===== config.mk =====
export PLATFORM = sky130hd
export DESIGN_NAME = sas_sequencer
export DESIGN_NICKNAME = d
export VERILOG_FILES = /design/src/design/sas_pkg.sv /design/src/design/sas_fifo.sv /design/src/design/sas_sequencer.sv
export SDC_FILE = /design/constraint.sdc
export NUM_CORES = 1
export LEC_CHECK = 0
export BUFFER_PORTS_ARGS = -buffer_cell sky130_fd_sc_hd__clkbuf_2
export CORE_MARGIN = 2
export CORE_UTILIZATION = 45
export CTS_CLUSTER_DIAMETER = 40
export DETAILED_ROUTE_END_ITERATION = 16
export PLACE_DENSITY_LB_ADDON = 0.12
export SLEW_MARGIN = 10
export SYNTH_ARGS = -nofsm -noshare
export SYNTH_HDL_FRONTEND = slang
export SYNTH_HIERARCHICAL = 1
export SYNTH_SLANG_ARGS = --single-unit

===== constraint.sdc =====
create_clock -name clk_sys -period 14.3 [get_ports clk_sys]
set_clock_uncertainty 0.1 [all_clocks]
set_input_delay 2.86 -clock clk_sys [delete_from_list [all_inputs] [get_ports clk_sys]]
set_output_delay 2.86 -clock clk_sys [all_outputs]
set_load 0.01 [all_outputs]

===== src/design/sas_pkg.sv =====
// Package: constants and types for the converter sequencer
package sas_pkg;
  localparam int unsigned RES_BITS = 10;
  localparam int unsigned NUM_CH = 4;
  localparam int unsigned CLK_MHZ = 250;
  // Peripheral clock period in system clocks
  localparam int unsigned PCLK_DIV = 8;
  // Sampling states per clock_select setting, slowest first
  localparam logic [8:0] SPL_STATES_0 = 9'h100;
  localparam logic [8:0] SPL_STATES_1 = 9'h080;
  localparam logic [8:0] SPL_STATES_2 = 9'h040;
  localparam logic [8:0] SPL_STATES_3 = 9'h020;
  // Start delay minimum states per clock_select
  localparam logic [5:0] DLY_STATES_0 = 6'h1F;
  localparam logic [5:0] DLY_STATES_1 = 6'h0F;
  localparam logic [5:0] DLY_STATES_2 = 6'h07;
  localparam logic [5:0] DLY_STATES_3 = 6'h03;
  // Fixed scan conversion time in states
  localparam logic [10:0] SCAN_STATES_0 = 11'h400;
  localparam logic [10:0] SCAN_STATES_1 = 11'h200;
  localparam logic [10:0] SCAN_STATES_2 = 11'h100;
  localparam logic [10:0] SCAN_STATES_3 = 11'h080;
  // Shortest single conversion in states, start delay included
  localparam logic [10:0] CONV_STATES_0 = 11'h400;
  localparam logic [10:0] CONV_STATES_1 = 11'h203;
  localparam logic [10:0] CONV_STATES_2 = 11'h103;
  localparam logic [10:0] CONV_STATES_3 = 11'h083;
  // Trigger source encodings
  localparam logic [1:0] TRG_BOTH = 2'h0;
  localparam logic [1:0] TRG_PIN = 2'h1;
  localparam logic [1:0] TRG_TIMER = 2'h2;
  localparam logic [1:0] TRG_NONE = 2'h3;
  localparam int unsigned FIFO_DEPTH = 16;
  localparam int unsigned FIFO_WIDTH = RES_BITS + 2;

  typedef enum logic [3:0] {
    SAS_IDLE = 4'h1,
    SAS_DELAY = 4'h2,
    SAS_SAMPLE = 4'h4,
    SAS_CONVERT = 4'h8
  } sas_state_t;
endpackage : sas_pkg


===== src/design/sas_fifo.sv =====
// Result FIFO between the sequencer and the transfer side
`timescale 1ns/100ps
`default_nettype none
module sas_fifo #(
  parameter int unsigned WIDTH = 12,
  parameter int unsigned DEPTH = 16
) (
  // Clock and reset
  input wire logic clk_sys,
  input wire logic rst_n,
  // Write side
  input wire logic in_valid,
  output logic in_ready,
  input wire logic [WIDTH-1:0] in_data,
  // Read side
  output logic out_valid,
  input wire logic out_ready,
  output logic [WIDTH-1:0] out_data
);
  localparam int unsigned AW = $clog2(DEPTH);

  typedef struct packed {
    logic [AW-1:0] wp;
    logic [AW-1:0] rp;
    logic [AW:0] cnt;
  } sas_fifo_st_t;

  sas_fifo_st_t s_reg;
  sas_fifo_st_t s_next;
  logic [WIDTH-1:0] mem [DEPTH];
  logic do_wr;
  logic do_rd;

  assign in_ready = (s_reg.cnt != DEPTH[AW:0]);
  assign out_valid = (s_reg.cnt != '0);
  assign do_wr = in_valid && in_ready;
  assign do_rd = out_valid && out_ready;
  assign out_data = mem[s_reg.rp];

  always_comb begin
    s_next = s_reg;
    if (do_wr) begin
      s_next.wp = s_reg.wp + 1'b1;
    end
    if (do_rd) begin
      s_next.rp = s_reg.rp + 1'b1;
    end
    s_next.cnt = s_reg.cnt + {{AW{1'b0}}, do_wr} - {{AW{1'b0}}, do_rd};
  end

  always_ff @(posedge clk_sys or negedge rst_n) begin
    if (!rst_n) begin
      s_reg <= '0;
    end else begin
      s_reg <= s_next;
    end
  end

  // Storage has no reset; only pointers and count need a defined value
  always_ff @(posedge clk_sys) begin
    if (do_wr) begin
      mem[s_reg.wp] <= in_data;
    end
  end
endmodule : sas_fifo
`default_nettype wire


===== src/design/sas_sequencer.sv =====
// Successive-approximation converter sequencer with result FIFO
// Contract
// RQ1 - Each sample resolves by successive approximation to ten bits.
// RQ2 - Software clears start bit before changing mode or channel.
// RQ3 - Start bit may be set in the same write changing mode or channel.
// RQ4 - Single mode converts the selected channel once per start, any source.
// RQ5 - Single result lands in that channel's data register.
// RQ6 - Completion sets end flag; interrupt requested when enable is set.
// RQ7 - Single mode: start bit holds during conversion, self-clears, then idle.
// RQ8 - Scans start at lowest selected channel and ascend.
// RQ9 - Scan stores each channel result as soon as it finishes.
// RQ10 - Continuous scan flags after full pass, then restarts at first channel.
// RQ11 - Continuous scan repeats while start bit is one; clearing stops it.
// RQ12 - Single-cycle scan: one pass, flag, self-clear; clear mid-pass aborts.
// RQ13 - Start delay then sampling precede conversion after start.
// RQ14 - Sampling 256/128/64/32 states by clock_select; single total bounded.
// RQ15 - Scan: first like single, later ones fixed 1024/512/256/128 states.
// RQ16 - Enabled timer request sets start bit with software timing.
// RQ17 - Source 00 or 01: pin falling edge sets the start bit.
// RQ18 - Transfer unit moving the data clears the end flag.
// RQ19 - Unit zero activates transfer controller only; unit one either.
// RQ20 - Source select: 00 both, 01 pin, 10 timer, 11 none.
// RQ21 - scan_repeat_select: 0 single pass, 1 continuous; ignored outside scan.
// RQ22 - Interrupt output high while end flag and enable are both one.
// RQ23 - Trigger during a running conversion does not restart the pass.
`timescale 1ns/100ps
`default_nettype none
module sas_sequencer
  import sas_pkg::*;
#(
  parameter int unsigned CH_COUNT = NUM_CH,
  parameter bit UNIT_ONE = 1'b1,
  parameter int unsigned FDEPTH = FIFO_DEPTH
) (
  // Clock and reset
  input wire logic clk_sys,
  input wire logic rst_n,
  // Control from software
  input wire logic start_conversion_set,
  input wire logic start_conversion_clear,
  input wire logic scan_mode,
  input wire logic scan_repeat_select,
  input wire logic [1:0] channel_select,
  input wire logic [1:0] clock_select,
  input wire logic [1:0] trigger_source_select,
  input wire logic end_interrupt_enable,
  input wire logic end_flag_clear,
  // Triggers
  input wire logic timer_request,
  input wire logic ext_trigger_input_n,
  // Analog front end: comparator and trial code
  input wire logic comparator_high,
  output logic [RES_BITS-1:0] trial_code,
  output logic [1:0] mux_channel,
  output logic sample_hold,
  // Status
  output logic start_conversion_bit,
  output logic conversion_end_flag,
  output logic busy,
  output logic [CH_COUNT*RES_BITS-1:0] channel_data,
  // Interrupt and transfer activation
  output logic conversion_end_interrupt,
  input wire logic dtc_select,
  output logic dtc_request,
  output logic memory_access_controller_request,
  input wire logic transfer_done,
  // Result stream
  output logic result_valid,
  input wire logic result_ready,
  output logic [FIFO_WIDTH-1:0] result_data
);
  // ==========================================================================
  // State
  // ==========================================================================
  typedef struct packed {
    sas_state_t st;
    logic start;
    logic flag;
    logic first_done;
    logic [1:0] ch;
    logic [1:0] last_ch;
    logic [2:0] pdiv;
    logic [10:0] cnt;
    logic [3:0] bitn;
    logic [RES_BITS-1:0] sar;
    logic [CH_COUNT*RES_BITS-1:0] data;
    logic push;
    logic [FIFO_WIDTH-1:0] push_data;
    logic pin_s1;
    logic pin_s2;
    logic pin_old;
  } sas_seq_st_t;

  sas_seq_st_t s_reg;
  sas_seq_st_t s_next;
  logic tick;
  logic pin_fall;
  logic trig_go;
  logic fifo_ready;
  logic [8:0] spl_states;
  logic [5:0] dly_states;
  logic [10:0] scan_states;
  logic [10:0] bit_states;
  logic [10:0] conv_states;
  logic [10:0] step_total;
  logic [10:0] lead_states;

  assign tick = (s_reg.pdiv == 3'(PCLK_DIV - 1));
  assign pin_fall = s_reg.pin_old && !s_reg.pin_s2;
  assign trig_go = (pin_fall && (trigger_source_select == TRG_BOTH
                                 || trigger_source_select == TRG_PIN))                // [RQ17]
                || (timer_request && (trigger_source_select == TRG_BOTH
                                      || trigger_source_select == TRG_TIMER));        // [RQ16] [RQ20]

  always_comb begin
    case (clock_select)                                                              // [RQ14] [RQ15]
      2'h0: begin
        spl_states = SPL_STATES_0;
        dly_states = DLY_STATES_0;
        scan_states = SCAN_STATES_0;
        conv_states = CONV_STATES_0;
      end
      2'h1: begin
        spl_states = SPL_STATES_1;
        dly_states = DLY_STATES_1;
        scan_states = SCAN_STATES_1;
        conv_states = CONV_STATES_1;
      end
      2'h2: begin
        spl_states = SPL_STATES_2;
        dly_states = DLY_STATES_2;
        scan_states = SCAN_STATES_2;
        conv_states = CONV_STATES_2;
      end
      default: begin
        spl_states = SPL_STATES_3;
        dly_states = DLY_STATES_3;
        scan_states = SCAN_STATES_3;
        conv_states = CONV_STATES_3;
      end
    endcase
  end

  // Ten bit steps share what delay and sampling leave of the shortest single
  // conversion; later scan conversions fill the fixed scan figure. The first
  // step takes the division remainder so the total comes out exact.
  always_comb begin
    if (scan_mode && s_reg.first_done) begin
      step_total = scan_states - 11'(spl_states);                                     // [RQ15]
    end else begin
      step_total = conv_states - 11'(dly_states) - 11'(spl_states);                   // [RQ14]
    end
    bit_states = step_total / 11'h00A;
    lead_states = step_total - (bit_states * 11'h00A) + bit_states;
  end

  // ==========================================================================
  // Next state
  // ==========================================================================
  always_comb begin
    s_next = s_reg;
    s_next.push = 1'b0;
    s_next.pin_s1 = ext_trigger_input_n;
    s_next.pin_s2 = s_reg.pin_s1;
    s_next.pin_old = s_reg.pin_s2;
    s_next.pdiv = tick ? 3'h0 : s_reg.pdiv + 3'h1;

    if (end_flag_clear || (transfer_done && s_reg.flag)) begin
      s_next.flag = 1'b0;                                                             // [RQ18]
    end
    if (start_conversion_clear) begin
      s_next.start = 1'b0;
    end

    case (s_reg.st)
      SAS_IDLE: begin
        if (start_conversion_set || trig_go) begin                                    // [RQ3] [RQ4]
          s_next.start = 1'b1;
          s_next.first_done = 1'b0;
          s_next.ch = scan_mode ? 2'h0 : channel_select;                              // [RQ8]
          s_next.last_ch = channel_select;
          s_next.cnt = 11'(dly_states);
          s_next.st = SAS_DELAY;                                                      // [RQ13]
        end
      end
      SAS_DELAY: begin
        if (tick) begin
          if (s_reg.cnt == 11'h0) begin
            s_next.cnt = 11'(spl_states) - 11'h1;
            s_next.st = SAS_SAMPLE;
          end else begin
            s_next.cnt = s_reg.cnt - 11'h1;
          end
        end
      end
      SAS_SAMPLE: begin
        if (tick) begin
          if (s_reg.cnt == 11'h0) begin
            s_next.cnt = lead_states - 11'h1;
            s_next.bitn = 4'(RES_BITS - 1);
            s_next.sar = RES_BITS'(1) << (RES_BITS - 1);
            s_next.st = SAS_CONVERT;
          end else begin
            s_next.cnt = s_reg.cnt - 11'h1;
          end
        end
      end
      SAS_CONVERT: begin
        if (tick) begin
          if (s_reg.cnt != 11'h0) begin
            s_next.cnt = s_reg.cnt - 11'h1;
          end else begin
            // Keep or drop the trial bit, then try the next one down
            if (!comparator_high) begin
              s_next.sar[s_reg.bitn] = 1'b0;                                          // [RQ1]
            end
            if (s_reg.bitn != 4'h0) begin
              s_next.sar[s_reg.bitn - 4'h1] = 1'b1;
              s_next.bitn = s_reg.bitn - 4'h1;
              s_next.cnt = bit_states - 11'h1;
            end else begin
              s_next.data[s_reg.ch*RES_BITS +: RES_BITS] = s_next.sar;                // [RQ5] [RQ9]
              s_next.push = 1'b1;
              s_next.push_data = {s_reg.ch, s_next.sar};
              s_next.first_done = 1'b1;
              if (!scan_mode) begin
                s_next.flag = 1'b1;                                                   // [RQ6]
                s_next.start = 1'b0;                                                  // [RQ7]
                s_next.st = SAS_IDLE;
              end else if (s_reg.ch != s_reg.last_ch) begin
                s_next.ch = s_reg.ch + 2'h1;                                          // [RQ8]
                s_next.cnt = 11'(spl_states) - 11'h1;
                s_next.st = SAS_SAMPLE;
              end else begin
                s_next.flag = 1'b1;                                                   // [RQ10]
                s_next.ch = 2'h0;
                if (scan_repeat_select) begin                                         // [RQ21]
                  s_next.cnt = 11'(spl_states) - 11'h1;
                  s_next.st = SAS_SAMPLE;                                             // [RQ11]
                end else begin
                  s_next.start = 1'b0;                                                // [RQ12]
                  s_next.st = SAS_IDLE;
                end
              end
            end
          end
        end
      end
      default: begin
        s_next.st = SAS_IDLE;
      end
    endcase

    // Clearing the start bit aborts any pass; triggers while busy are ignored
    if (start_conversion_clear && s_reg.st != SAS_IDLE) begin                         // [RQ11] [RQ12] [RQ23]
      s_next.st = SAS_IDLE;
      s_next.start = 1'b0;
    end
    // A finish flag beats a same-cycle clear
    if (s_next.push && (s_reg.ch == s_reg.last_ch || !scan_mode)) begin
      s_next.flag = 1'b1;
    end
    // Hold a refused word until the FIFO takes it; a newer result meanwhile is lost
    if (s_reg.push && !fifo_ready) begin
      s_next.push = 1'b1;
      s_next.push_data = s_reg.push_data;
    end
  end

  always_ff @(posedge clk_sys or negedge rst_n) begin
    if (!rst_n) begin
      s_reg <= '{st: SAS_IDLE, pin_s1: 1'b1, pin_s2: 1'b1, pin_old: 1'b1, default: '0};
    end else begin
      s_reg <= s_next;
    end
  end

  // ==========================================================================
  // Result stream
  // ==========================================================================
  sas_fifo #(
    .WIDTH(FIFO_WIDTH),
    .DEPTH(FDEPTH)
  ) u_fifo (
    .clk_sys(clk_sys),
    .rst_n(rst_n),
    .in_valid(s_reg.push),
    .in_ready(fifo_ready),
    .in_data(s_reg.push_data),
    .out_valid(result_valid),
    .out_ready(result_ready),
    .out_data(result_data)
  );

  // ==========================================================================
  // Outputs
  // ==========================================================================
  assign trial_code = s_reg.sar;
  assign mux_channel = s_reg.ch;
  assign sample_hold = (s_reg.st == SAS_SAMPLE);
  assign start_conversion_bit = s_reg.start;                                          // [RQ7]
  assign conversion_end_flag = s_reg.flag;
  assign busy = (s_reg.st != SAS_IDLE);
  assign channel_data = s_reg.data;
  assign conversion_end_interrupt = s_reg.flag && end_interrupt_enable;               // [RQ22]
  // Unit zero cannot reach the memory access controller
  assign dtc_request = conversion_end_interrupt && (dtc_select || !UNIT_ONE);         // [RQ19]
  assign memory_access_controller_request = conversion_end_interrupt && !dtc_select && UNIT_ONE;          // [RQ19]
endmodule : sas_sequencer
`default_nettype wire


; ---- Word level (Yosys, flattened, before mapping)
; Memories as Yosys holds them, arrays and structs flattened.
; Index checks and enable logic that the tools add are counted.
[word_totals]
register_bits = 108
latchBits = 0
ramBits = 192
romBits = 0
in_bits = 20
out_inout_bits = 72
n_memories = 1
[op_classes]
n_addsub = 17
multipliers = 2
div_mod_pow = 1
n_lt_le_gt_ge = 4
n_eq_ne = 32
shift = 2
mux = 61
bitwise = 6
n_reduce_logical = 43
[mem_list]
columns = memory, depth, word_bits, rd, rd_clocked_by_memory_dff, write_ports, line
row1 = u_fifo.mem, 16, 12, 1, 0, 1, sas_fifo.sv:30  ; logic [WIDTH-1:0] mem [DEPTH];
[op_table]
columns = operator, count
row1 = 2-to-1 mux 11 bit, 10
row2 = 2-to-1 mux 78 bit, 1
row3 = 2-to-1 mux 67 bit, 1
row4 = one-hot mux 11 bit (3 select lines), 2
row5 = 2-to-1 mux 53 bit, 1
row6 = one-hot mux 11 bit (4 select lines), 1
row7 = bitwise mux 40 bit, 1
row8 = 2-to-1 mux 10 bit, 4
row9 = variable shift 10 x 34 -> 40 bit (first input constant), 1
row10 = indexed part select 10 x 34 -> 40 bit, 1
row11 = negator 6 -> 34 bit, 1
row12 = subtractor 11 x 1 -> 11 bit (second input constant), 3
row13 = 2-to-1 mux 14 bit, 2
row14 = one-hot mux 14 bit (2 select lines), 1
row15 = 2-to-1 mux 9 bit, 3
row16 = one-hot mux 9 bit (3 select lines), 1
row17 = 2-to-1 mux 13 bit, 2
row18 = 2-to-1 mux 25 bit, 1
row19 = subtractor 11 x 9 -> 11 bit, 2
row20 = != test 3 bit (second input constant), 6
row21 = 2-to-1 mux 4 bit, 4
row22 = one-hot mux 4 bit (4 select lines), 1
row23 = logical AND 1 bit, 15
row24 = 2-to-1 mux 5 bit, 3
row25 = 56 further kinds, 100

; ---- Depth between registers and ports, before layout
; Gate-level depths: netlist (run 1).
[logic_depth]
ltp_word = 18
depth_mapped = 33
mapped_depth_nobuf = 33

; ---- Modules after synthesis
; Netlist (run 1), hierarchy kept.
[modules_own_cells]
columns = module, n_inst, cells_each, area_each_um2, seq_area_each_um2
row1 = sas_fifo, 1, 435, 8180.3, 6090.8
row2 = sas_sequencer, 1, 782, 6675.2, 2382.3

; ---- Least setup slack after synthesis (run 1)
; No wires, ideal clock.
[synth_path]
kind = in2reg
start = input port clock_select[0]
end = register s_reg[80] in the netlist's numbering
arrival_time_ns = 8.411
path_slack_ns = 5.662
cell_stages = 31
cell_sequence = inv_1 -> ha_1 -> inv_1 -> ha_1 -> nor2b_4 -> mux2i_1 -> a221o_1 -> a21boi_2 -> a21oi_1 -> nand2b_1 -> ha_1 -> o311ai_0 -> mux2i_1 -> nand4b_1 -> a32oi_1 -> or2_1 -> ha_1 -> ha_1 -> inv_1 -> fa_1 -> xor2_1 -> xnor2_1 -> ha_1 -> or2_2 -> and3_1 -> o21ai_0 -> a211o_1 -> o311ai_0 -> xor2_1 -> a21oi_1 -> o21ai_0
[synth_between]
elab_chain_cells = 13
word_cells_on_any_way = 29
classes_between = add/sub: 8 / mul: 1 / div: 1 / eq/ne: 2 / mux: 16 / reduce/logical: 1
[synth_rtl]
columns = element, line
row1 = "start, declared", sas_sequencer.sv:44  ; input wire logic [1:0] clock_select,
row2 = "== test 2 bit, or another cell as far along", sas_sequencer.sv:116  ; case (clock_select)
row3 = one-hot mux 11 bit (3 select lines) or one-hot mux 5 bit (3 select lines) (tied branches), sas_sequencer.sv:116
row4 = subtractor 11 x 6 -> 11 bit, sas_sequencer.sv:151  ; step_total = conv_states - 11'(dly_states) - 11'(spl_states);
row5 = subtractor 11 x 9 -> 11 bit, sas_sequencer.sv:151
row6 = 2-to-1 mux 11 bit, sas_sequencer.sv:148  ; if (scan_mode && s_reg.first_done) begin
row7 = divider 11 x 4 -> 11 bit, sas_sequencer.sv:153  ; bit_states = step_total / 11'h00A;
row8 = multiplier 11 x 3 -> 10 bit, sas_sequencer.sv:154  ; lead_states = step_total - (bit_states * 11'h00A) + bit_states;
row9 = subtractor 11 bit, sas_sequencer.sv:154
row10 = adder 11 bit, sas_sequencer.sv:154
row11 = subtractor 11 x 1 -> 11 bit, sas_sequencer.sv:199  ; s_next.cnt = lead_states - 11'h1;
row12 = 2-to-1 mux 11 bit, sas_sequencer.sv:198  ; if (s_reg.cnt == 11'h0) begin
row13 = 2-to-1 mux 25 bit, sas_sequencer.sv:197  ; if (tick) begin
row14 = one-hot mux 11 bit (4 select lines) (*), sas_sequencer.sv:175  ; case (s_reg.st)
row15 = "end signal, assigned", sas_sequencer.sv:274  ; s_reg <= s_next;
row16 = "end, declared", sas_sequencer.sv:94  ; sas_seq_st_t s_reg;
; Mark *: on every way between the ends. The rest lies on a longest branch, timed or not. The select of a mux whose other input is x is not followed.
; A chain may end at the register's enable or synchronous reset.

; ---- Final worst setup path (run 1)
; Ends and elaborated chain as after synthesis.

==> results of run 1 <==
-- critical path: cells and delay by family --
kind	cells	cell delay [ns]
XOR/XNOR	2	0.39
multiplexers	2	0.20
AO/OA/AOI/OAI	11	2.22
adder cells (fa/ha/maj)	7	2.18
buffers and inverters	3	0.44
AND/OR/NAND/NOR	6	1.01
-- cell type report --
class                   instances  area, um^2
multi-input cells             756        5560
inverters                      51       191.4
well taps                     442       553.0
fillers                      2874       15750
flip-flops and latches        300        8477
repair buffers                111       608.1
clock buffers                  47        1080
clock inverters                25       319.1
-- power by group through the flow --
stage          combinational (uW)  clock (uW)  sequential (uW)
2_1_floorplan                 551           0              991
3_3_place_gp                  718           0             1030
3_5_place_dp                  722           0             1030
4_1_cts                       726        1050             1010
5_1_grt                       798        1090             1020
6_report                      721        1030             1010
-- cell families (layout without fill, tap and decap cells) --
logic type,Yosys count,in the layout,synth area share
AO/OA/AOI/OAI,293,293,0.1302
XOR/XNOR,24,24,0.01415
adder cells (fa/ha/maj),57,57,0.05155
buffers and inverters,161,234,0.05702
flip-flops,300,300,0.5704
multiplexers,87,87,0.07951
other,1,1,0.0002524
AND/OR/NAND/NOR,294,294,0.09694
-- cells in the final DEF (no fill, tap or decap), drive strengths merged, types with 14 or more instances in the layout --
cell / instances
dfrtp: 104
xnor2: 14
a22o: 23
inv: 55
nand3: 22
and2: 17
edfxtp: 192
a21oi: 49
ha: 50
nor2: 60
buf: 21
o21ai: 108
clkbuf: 137
mux4: 24
a22oi: 16
a221oi: 26
mux2i: 58
nand2: 109
nor3: 17
-- layer usage --
metal,wire length (um),vias up,track usage
met5,0,-,0
li1,-,4602,-
met2,15650,304,0.3213
met1,15940,4800,0.2929
met4,678,0,0.05165
met3,1830,56,0.03267
-- final timing paths --
kind                       slack [ns]  cells past startpoint                     endpoint             startpoint
setup / recovery                 5.30                     31        s_reg[80]$_DFFE_PN0P_        clock_select[0]
hold / removal                   0.26                      0          s_next[0]$_DFF_PN1_    s_next[1]$_DFF_PN1_
setup reg to reg                 8.07                     26        s_reg[80]$_DFFE_PN0P_  s_reg[88]$_DFFE_PN0P_
hold reg to reg                  0.26                      0          s_next[0]$_DFF_PN1_    s_next[1]$_DFF_PN1_
max in group asynchronous       10.57                      2  u_fifo/s_reg[5]$_DFFE_PN0P_                  rst_n
min in group asynchronous        2.32                      1   asynchronous set/reset pin                  rst_n
-- Yosys cell counts, drive strengths merged (10+ instances only) --
library cell | count | area share
mux2i | 58 | 0.039
edfxtp | 192 | 0.39
mux4 | 24 | 0.036
clkbuf | 34 | 0.0086
a22oi | 16 | 0.0081
a22o | 23 | 0.014
xor2 | 10 | 0.0059
o21ai | 108 | 0.036
inv | 51 | 0.013
ha | 50 | 0.042
nor2 | 60 | 0.015
nor3 | 17 | 0.0065
a221oi | 26 | 0.015
buf | 76 | 0.036
a21oi | 49 | 0.017
nand2 | 109 | 0.028
xnor2 | 14 | 0.0083
nand3 | 22 | 0.0074
dfrtp | 104 | 0.18
and2 | 17 | 0.0073
-- stage by stage --
stage	setup WS, ns	total power [uW]	hold slack [ns]	cell area [um^2]
CTS	5.318	2787	0.2591	16790
global route	4.812	2908	0.2612	16790
detailed placement	4.760	1751	0.2475	15390
floorplan	5.662	1542	0.2452	14860
global placement	4.973	1747	0.2500	15390
finish	5.304	2760	0.2583	16790
==> metrics, run 1 <==
status finished clean; Leakage ~0.007 uW; GRT Residual Overflow 0; vias 9762; Slew HR 0.3102; largest net degree at the start of global routing 63; sw frac 0.3177; Final period util 0.6291; Slowest-stage cell, CP fa_1; Yosys warnings 6; wirelength, routed ~34 mm; power per cell area 164.4 nW/um^2; Max Cap Viol 0; Pins Over Slew Limit 0; Num Clock Sinks 300; worst-margin pin slew about 1.0 ns; critical path class input port to flip-flop; DRT antenna net count 0; asr flop ratio synth 0.3600; half-perimeter wire length after placement 23.10 mm; min Tclk post-route 8.996 ns; area grow syn2layout 13.01%; Iteration-0 DRC Markers 847; Seq cells post-synth 300; H-tree Lvls 2; Die X 185.7 um; Setup-failing EPs final 0; CP Max Fanout 9; detailed-route vias per instance about 5.6; CP Data Arrival Time 9.33 ns; NumNets Final 1338; Final TNS setup 0 ns; initial antenna violation count 0; Mean Syn Cell Area around 12 um^2; number of port buffers 91; clk slew on worst S/H paths 0.05 ns; RSZ-0062 raised after global routing no; CTS Buf Count 41; crit start category input port; root buffer cell clkbuf_16; Worst Path Required 14.63 ns; GPL Wtd Cong 0.8635; Fin. Hold Viols 0; first-pass GRT wire length around 54 mm; die footprint 34480 um^2; hold_buf cts 0; Logic pwr share 0.261; Clk pwr share 0.373; layout cell share with drive strength beyond 1 0.1783; GRT Total Usage 0.2030; NetSw 876.8 uW; Syn Nets 1294; num rows 66; Starting Density 0.4566; vias in the first global route slightly below 10000; Synth cell types 79; I/O pin count 92; Synth Instances 1217; diode count 0; die span in y 185.7 um; Cells after DPL between 1500 and 2000; Post-synth top flop edfxtp_1; TritonCTS clock tree done; Layout Cells excl Fill between 1500 and 2000; drt wl/cell 19.69 um; CTS Buffer Depth 3; Post-synth EDFFs 192; clock latency on the worst-skew pair between 0.5 and 0.6 ns; internal power 1883 uW; Highest Clock Rate 111.2 MHz; Max stage delay on crit path 0.46 ns; most used cell, CP ha_1; postcts setup bufs 0; Worst Hold Class flip-flop to flip-flop; sequential share of power 0.366; post-synthesis sequential area ratio 0.5704; Worst Setup End Kind flip-flop; Finished Core Util 0.5160; Core Box Area 32540 um^2; drt pass-1 iters 5; Mapped Area between 10000 and 15000 um^2; Post-route DRC 0; Worst VDD drop 124.7 uV; post-cts gate resize count 0
No activity file was read; power rests on OpenSTA's default activity.
==> inputs of run 2 (changes only) <==
--- a/config.mk
+++ b/config.mk
@@ -5,6 +5,7 @@
 export SDC_FILE = /design/constraint.sdc
 export NUM_CORES = 1
 export LEC_CHECK = 0
+export ABC_AREA = 1
 export BUFFER_PORTS_ARGS = -buffer_cell sky130_fd_sc_hd__clkbuf_2
 export CORE_MARGIN = 2
 export CORE_UTILIZATION = 45
==> constraint.sdc (replaced) <==
create_clock -name clk_sys -period 7.9 [get_ports clk_sys]
set_clock_uncertainty 0.1 [all_clocks]
set_input_delay 1.58 -clock clk_sys [delete_from_list [all_inputs] [get_ports clk_sys]]
set_output_delay 1.58 -clock clk_sys [all_outputs]
set_load 0.01 [all_outputs]
==> metrics, run 2 <==
GRT Residual Overflow 0 (unchanged); Seq. cell area 8477 um^2 (unchanged); Post-Synth Simple-Gate Area 0.2276 (was 0.09694); TritonCTS clock tree done (unchanged); first-pass GRT wire length 62.34 mm (was 54.12 mm); power per cell area 319.7 nW/um^2 (was 164.4 nW/um^2); Fill cells 3341 (was 2874); Worst Setup End Kind flip-flop (unchanged); area grow syn2layout 11.98% (was 13.01%); Worst Hold Class flip-flop to flip-flop (unchanged); sequential share of power 0.322 (was 0.366); wirelength, routed 39.33 mm (was 34.10 mm); Post-synth top flop edfxtp_1 (unchanged); most frequent cell after synthesis nand2_1 (was edfxtp_1); die footprint 37040 um^2 (was 34480 um^2); Slew HR 0.1521 (was 0.3102); Synth Instances 1816 (was 1217); R2R Setup Slk 2.15 ns (was 8.07 ns); RSZ-0062 raised after global routing no (unchanged); Clk pwr share 0.329 (was 0.373); Worst VDD drop 185.8 uV (was 124.7 uV); area fraction in compound gates after synthesis 0.08455 (was 0.1302); min Tclk post-route 7.223 ns; asr flop ratio synth 0.3600 (unchanged); Setup crit start clock_select[0] (unchanged); Yosys warnings 6 (unchanged); Max stage delay on crit path 0.42 ns (was 0.46 ns); fin area 17900 um^2 (was 16790 um^2); RR Startpoint s_reg[88]$_DFFE_PN0P_ (unchanged); adder and majority gate portion of the synthesized area 0.04791 (was 0.05155); Worst Path Required 8.23 ns (was 14.63 ns); Setup-failing EPs final 0 (unchanged); Highest Clock Rate 138.4 MHz; Leakage 0.008146 uW (was 0.007150 uW); drt pass-1 iters 5 (unchanged); Placement Cell Area 16450 um^2 (was 15390 um^2); CTS Buf Count 41 (unchanged); Pins Over Slew Limit 0 (unchanged); Starting Density 0.4526 (was 0.4566); initial antenna violation count 0 (unchanged); number of port buffers 91 (unchanged); top cells by area, synth edfxtp_1, dfrtp_1, nand2_1 (was edfxtp_1, dfrtp_1, ha_1); Post-synth EDFFs 192 (unchanged); internal power 3503 uW (was 1883 uW); Finished Core Util 0.5068 (was 0.5160); GRT Total Usage 0.2157 (was 0.2030); post-synthesis mux area share 0 (was 0.07951); Yosys top cell by area edfxtp_1 (unchanged); r2r worst-path depth 38 (was 26); Iteration-0 DRC Markers 875 (was 847); clk slew on worst S/H paths 0.05 ns (about the same); Num Clock Sinks 300 (unchanged); largest family of logic cells by synthesized area simple AND/OR/NAND/NOR gates (was compound AO/OA/AOI/OAI gates); root buffer cell clkbuf_16 (unchanged); CP Data Arrival Time 7.56 ns (was 9.33 ns); postcts setup bufs 0 (unchanged); crit path to s_reg[80]$_DFFE_PN0P_ (unchanged); CTS Buffer Depth 3 (unchanged); status finished clean (unchanged); leading cell type in the layout, fill and taps excluded nand2_1 (was edfxtp_1); share of the synthesized area in the top cell type 0.3608 (was 0.3881); NetSw 2218 uW (was 876.8 uW); clock latency on the worst-skew pair 0.53 ns (was 0.52 ns); post-synthesis sequential area ratio 0.5302 (was 0.5704); hold_buf cts 0 (unchanged); GPL Wtd Cong 0.9219 (was 0.8635); layout cell share with drive strength beyond 1 0.1233 (was 0.1783); Synth Area in XOR/XNOR 0.01151 (was 0.01415); die span in y 192.5 um (was 185.7 um); Mean Syn Cell Area 8.800 um^2 (was 12.21 um^2); Cells after DPL 2274 (was 1660); Final period util 0.9143; CP Max Fanout 9 (unchanged); post-cts gate resize count 0 (unchanged); multi-input gate area in the final layout 5947 um^2 (was 5560 um^2); vias in the first global route 11410 (was 9636); Slowest-stage cell, CP fa_1 (unchanged); Layout Cells excl Fill 2350 (was 1732); Syn Nets 1893 (was 1294); Post-route DRC 0 (unchanged); Commonest cells post-synth nand2_1, inv_1, edfxtp_1 (was edfxtp_1, nand2_1, dfrtp_1); NumNets Final 1933 (was 1338); Max Cap Viol 0 (unchanged); half-perimeter wire length after placement 26.70 mm (was 23.10 mm); H-tree Lvls 2 (unchanged); crit start category input port (unchanged); I/O pin count 92 (unchanged); diode count 0 (unchanged); Mapped Area 15980 um^2 (was 14860 um^2); Seq cells post-synth 300 (unchanged); DRT antenna net count 0 (unchanged); vias 12070 (was 9762); num rows 69 (was 66); largest net degree at the start of global routing 74 (was 63); critical path class input port to flip-flop (unchanged); most frequent cells in the layout nand2_1, inv_1, edfxtp_1 (was edfxtp_1, nand2_1, dfrtp_1); Logic pwr share 0.349 (was 0.261); Final TNS setup 0 ns (unchanged); drt wl/cell 16.73 um (was 19.69 um); Die X 192.5 um (was 185.7 um); worst reg2reg path endpoint s_reg[80]$_DFFE_PN0P_ (unchanged); detailed-route vias per instance 5.137 (was 5.636); Core Box Area 35310 um^2 (was 32540 um^2); Fin. Hold Viols 0 (unchanged); worst-margin pin slew 1.267 ns (was 1.031 ns); Synth cell types 57 (was 79); sw frac 0.3877 (was 0.3177); most used cell, CP nand2_1 (was ha_1)
==> run 2: cell types whose count changed after synthesis, moves of 12 or more <==
cell,before,now
clkbuf_1,34,22
o21ai_0,98,126
mux2i_1,58,0
mux4_2,24,0
and2_1,16,0
nor2_1,60,170
inv_1,49,215
nand2_1,109,517
inv_2,2,15
nand3_1,22,112
a221oi_1,26,0
a22oi_1,16,2
a22o_1,23,1
==> run 2: cell type report <==
cell class / count / area share
clock inverters: 26 / 0.01783
clock buffers: 50 / 0.06264
well taps: 461 / 0.03223
inverters: 235 / 0.04943
multi-input cells: 1172 / 0.3323
flip-flops and latches: 300 / 0.4737
repair buffers: 106 / 0.03188
==> run 2: through the flow <==
stage	hold WS (ns)	setup WS, ns	total power [uW]
2_1_floorplan	0.2452	1.140	3304
3_3_place_gp	0.2462	0.3852	3857
3_5_place_dp	0.2501	0.1920	3876
4_1_cts	0.2389	0.6922	5775
5_1_grt	0.2478	0.1413	6100
6_report	0.2403	0.6768	5721
==> run 2: power groups by stage <==
stage | Clock (uW) | Sequential [uW] | Combinational (uW)
finish | 1880 | 1840 | 2000
global route | 1990 | 1850 | 2260
CTS | 1920 | 1840 | 2010
detailed placement | 0 | 1870 | 2010
global placement | 0 | 1870 | 1990
floorplan | 0 | 1800 | 1510
==> run 2: cells by family after synthesis <==
kind of cell    after synthesis
fa+ha+maj                    57
xor+xnor                     21
buf+inv                     344
flops                       300
other cells                   1
simple gates                859
compound gates              234
==> run 2: how the worst min path moves through the flow <==
stage,start,endpoint,depth (start not counted)
after global routing,s_next[1]$_DFF_PN1_,s_next[0]$_DFF_PN1_,0
after CTS,s_next[1]$_DFF_PN1_,s_next[0]$_DFF_PN1_,0
after floorplan,s_next[1]$_DFF_PN1_,s_next[0]$_DFF_PN1_,0
after global placement,s_next[1]$_DFF_PN1_,s_next[0]$_DFF_PN1_,0
final,s_next[1]$_DFF_PN1_,s_next[0]$_DFF_PN1_,0
after detailed placement,s_next[1]$_DFF_PN1_,s_next[0]$_DFF_PN1_,0
==> run 2: layer usage <==
| metal | vias up | global-route usage | share of wire | routed length (um) |
|---|---|---|---|---|
| met5 | - | 0 | 0 | 0 |
| met4 | 0 | 0.05960 | 0.022 | 853 |
| met3 | 63 | 0.03128 | 0.050 | 1975 |
| met2 | 339 | 0.3441 | 0.46 | 17950 |
| met1 | 5701 | 0.3077 | 0.47 | 18550 |
| li1 | 5970 | - | - | - |
==> run 2: critical path, delay by kind of cell <==
family,cells,cell delay [ns]
simple gates,22,2.30
fa+ha+maj,7,1.89
compound gates,6,0.76
buf+inv,6,0.65
xor+xnor,2,0.37
==> inputs of run 3 (changes only) <==
--- a/config.mk
+++ b/config.mk
@@ -12,6 +12,7 @@
 export CTS_CLUSTER_DIAMETER = 40
 export DETAILED_ROUTE_END_ITERATION = 16
 export PLACE_DENSITY_LB_ADDON = 0.12
+export REMOVE_ABC_BUFFERS = 1
 export SLEW_MARGIN = 10
 export SYNTH_ARGS = -nofsm -noshare
 export SYNTH_HDL_FRONTEND = slang
==> metrics, run 3 (synthesis gave the netlist of run 2 again) <==
NetSw 2239 uW (was 2218 uW); most frequent cells in the layout nand2_1, inv_1, edfxtp_1 (unchanged); Leakage 0.008206 uW (was 0.008146 uW); crit start category input port (unchanged); Core Box Area 35310 um^2 (unchanged); diode count 0 (unchanged); Logic pwr share 0.343 (was 0.349); initial antenna violation count 0 (unchanged); wirelength, routed 39.02 mm (was 39.33 mm); layout cell share with drive strength beyond 1 0.1270 (was 0.1233); CTS Buf Count 45 (was 41); GRT Residual Overflow 0 (unchanged); Final period util 0.8910 (was 0.9143); drt wl/cell 16.54 um (was 16.73 um); Setup-failing EPs final 0 (unchanged); Slew HR 0.1906 (was 0.1521); H-tree Lvls 2 (unchanged); Highest Clock Rate 142.1 MHz (was 138.4 MHz); critical path class input port to flip-flop (unchanged); power per cell area 321.6 nW/um^2 (was 319.7 nW/um^2); sequential share of power 0.316 (was 0.322); Fin. Hold Viols 0 (unchanged); Hold Crit Start s_next[1]$_DFF_PN1_ (unchanged); postcts setup bufs 0 (unchanged); CTS Buffer Depth 3 (unchanged); Worst Hold Class flip-flop to flip-flop (unchanged); vias in the first global route 11380 (was 11410); clk slew on worst S/H paths 0.05 ns (about the same); Pins Over Slew Limit 0 (unchanged); CP Data Arrival Time 7.38 ns (was 7.56 ns); Clk pwr share 0.342 (was 0.329); num rows 69 (unchanged); leading cell type in the layout, fill and taps excluded nand2_1 (unchanged); first-pass GRT wire length 61.56 mm (was 62.34 mm); status finished clean (unchanged); post-route setup slack 0.8613 ns (was 0.6768 ns); sw frac 0.3870 (was 0.3877); clock latency on the worst-skew pair 0.54 ns (was 0.53 ns); vias 12010 (was 12070); Max stage delay on crit path 0.45 ns (was 0.42 ns); GPL Wtd Cong 0.8993 (was 0.9219); detailed-route vias per instance 5.090 (was 5.137); NumNets Final 1939 (was 1933); Max Cap Viol 0 (unchanged); Starting Density 0.4526 (unchanged); largest net degree at the start of global routing 71 (was 74); most used cell, CP nand2_1 (unchanged); half-perimeter wire length after placement 26.21 mm (was 26.70 mm); RSZ-0062 raised after global routing no (unchanged); post-cts gate resize count 0 (unchanged); Worst Setup End Kind flip-flop (unchanged); RR Startpoint s_reg[88]$_DFFE_PN0P_ (unchanged); number of port buffers 91 (unchanged); worst-margin pin slew 1.210 ns (was 1.267 ns); die footprint 37040 um^2 (unchanged); Iteration-0 DRC Markers 840 (was 875); internal power 3546 uW (was 3503 uW); Final TNS setup 0 ns (unchanged); drt pass-1 iters 6 (was 5); Post-route DRC 0 (unchanged); Die X 192.5 um (unchanged); worst hold slack 0.2538 ns (was 0.2403 ns); Worst VDD drop 213.8 uV (was 185.8 uV); Fill cells 3317 (was 3341); area grow syn2layout 12.59% (was 11.98%); Num Clock Sinks 300 (unchanged); TritonCTS clock tree done (unchanged); GRT Total Usage 0.2137 (was 0.2157); hold_buf cts 0 (unchanged); dpl ws 0.3722 ns (was 0.1920 ns); DRT antenna net count 0 (unchanged); root buffer cell clkbuf_16 (unchanged); I/O pin count 92 (unchanged); Slowest-stage cell, CP fa_1 (unchanged); Setup crit start clock_select[0] (unchanged); CP Max Fanout 9 (unchanged); min Tclk post-route 7.039 ns (was 7.223 ns); die span in y 192.5 um (unchanged); Worst Path Required 8.24 ns (was 8.23 ns)
run 3: worst paths after layout:
| kind | end | slack, ns | cells after the start |
|---|---|---|---|
| max | s_reg[80]$_DFFE_PN0P_ | 0.86 | 43 |
| min | s_next[0]$_DFF_PN1_ | 0.25 | 0 |
| max reg2reg | s_reg[80]$_DFFE_PN0P_ | 2.28 | 38 |
| min reg2reg | s_next[0]$_DFF_PN1_ | 0.25 | 0 |
| max in group asynchronous | u_fifo/s_reg[5]$_DFFE_PN0P_ | 5.34 | 2 |
| min in group asynchronous | asynchronous set/reset pin | 0.95 | 1 |
run 3: routing by layer:
metal / share of wire / global-route usage / up-vias
met5: 0 / 0 / -
met4: 0.020 / 0.05344 / 0
met3: 0.058 / 0.04128 / 56
met2: 0.45 / 0.3445 / 343
met1: 0.47 / 0.2974 / 5626
li1: - / - / 5983
run 3: final cells by class:
class	instances	area, um^2	share of cell area
Sequential cell	300	8477	0.4711
Multi-Input combinational cell	1172	5944	0.3304
Clock buffer	49	1182	0.06571
Inverter	235	884.6	0.04916
Timing Repair Buffer	108	585.6	0.03254
Tap cell	461	576.8	0.03206
Clock inverter	34	342.8	0.01905
run 3: through the flow:
step	instance area, um^2	utilization	power, uW	cells
4_1_cts	17990	0.5096	5847	2359
6_report	17990	0.5096	5786	2359
5_1_grt	17990	0.5096	6198	2359
3_5_place_dp	16470	0.4664	3852	2276
3_3_place_gp	16470	0.4664	3836	2276
2_1_floorplan	15300	-	3212	1707
run 3: critical path, delay by kind of cell:
kind / cells / cell delay, ns
and+or+nand+nor: 23 / 2.31
xor gates and xnor gates: 1 / 0.19
buffers and inverters: 5 / 0.54
adders and majority gates: 7 / 1.92
AOI/OAI and AO/OA: 7 / 0.82
run 3: power by group through the flow:
stage               clock network (uW)  registers (uW)  logic (uW)
floorplan                            0            1880        1330
global placement                     0            1860        1980
detailed placement                   0            1860        1990
CTS                               2020            1830        2000
global route                      2090            1840        2270
finish                            1980            1830        1980
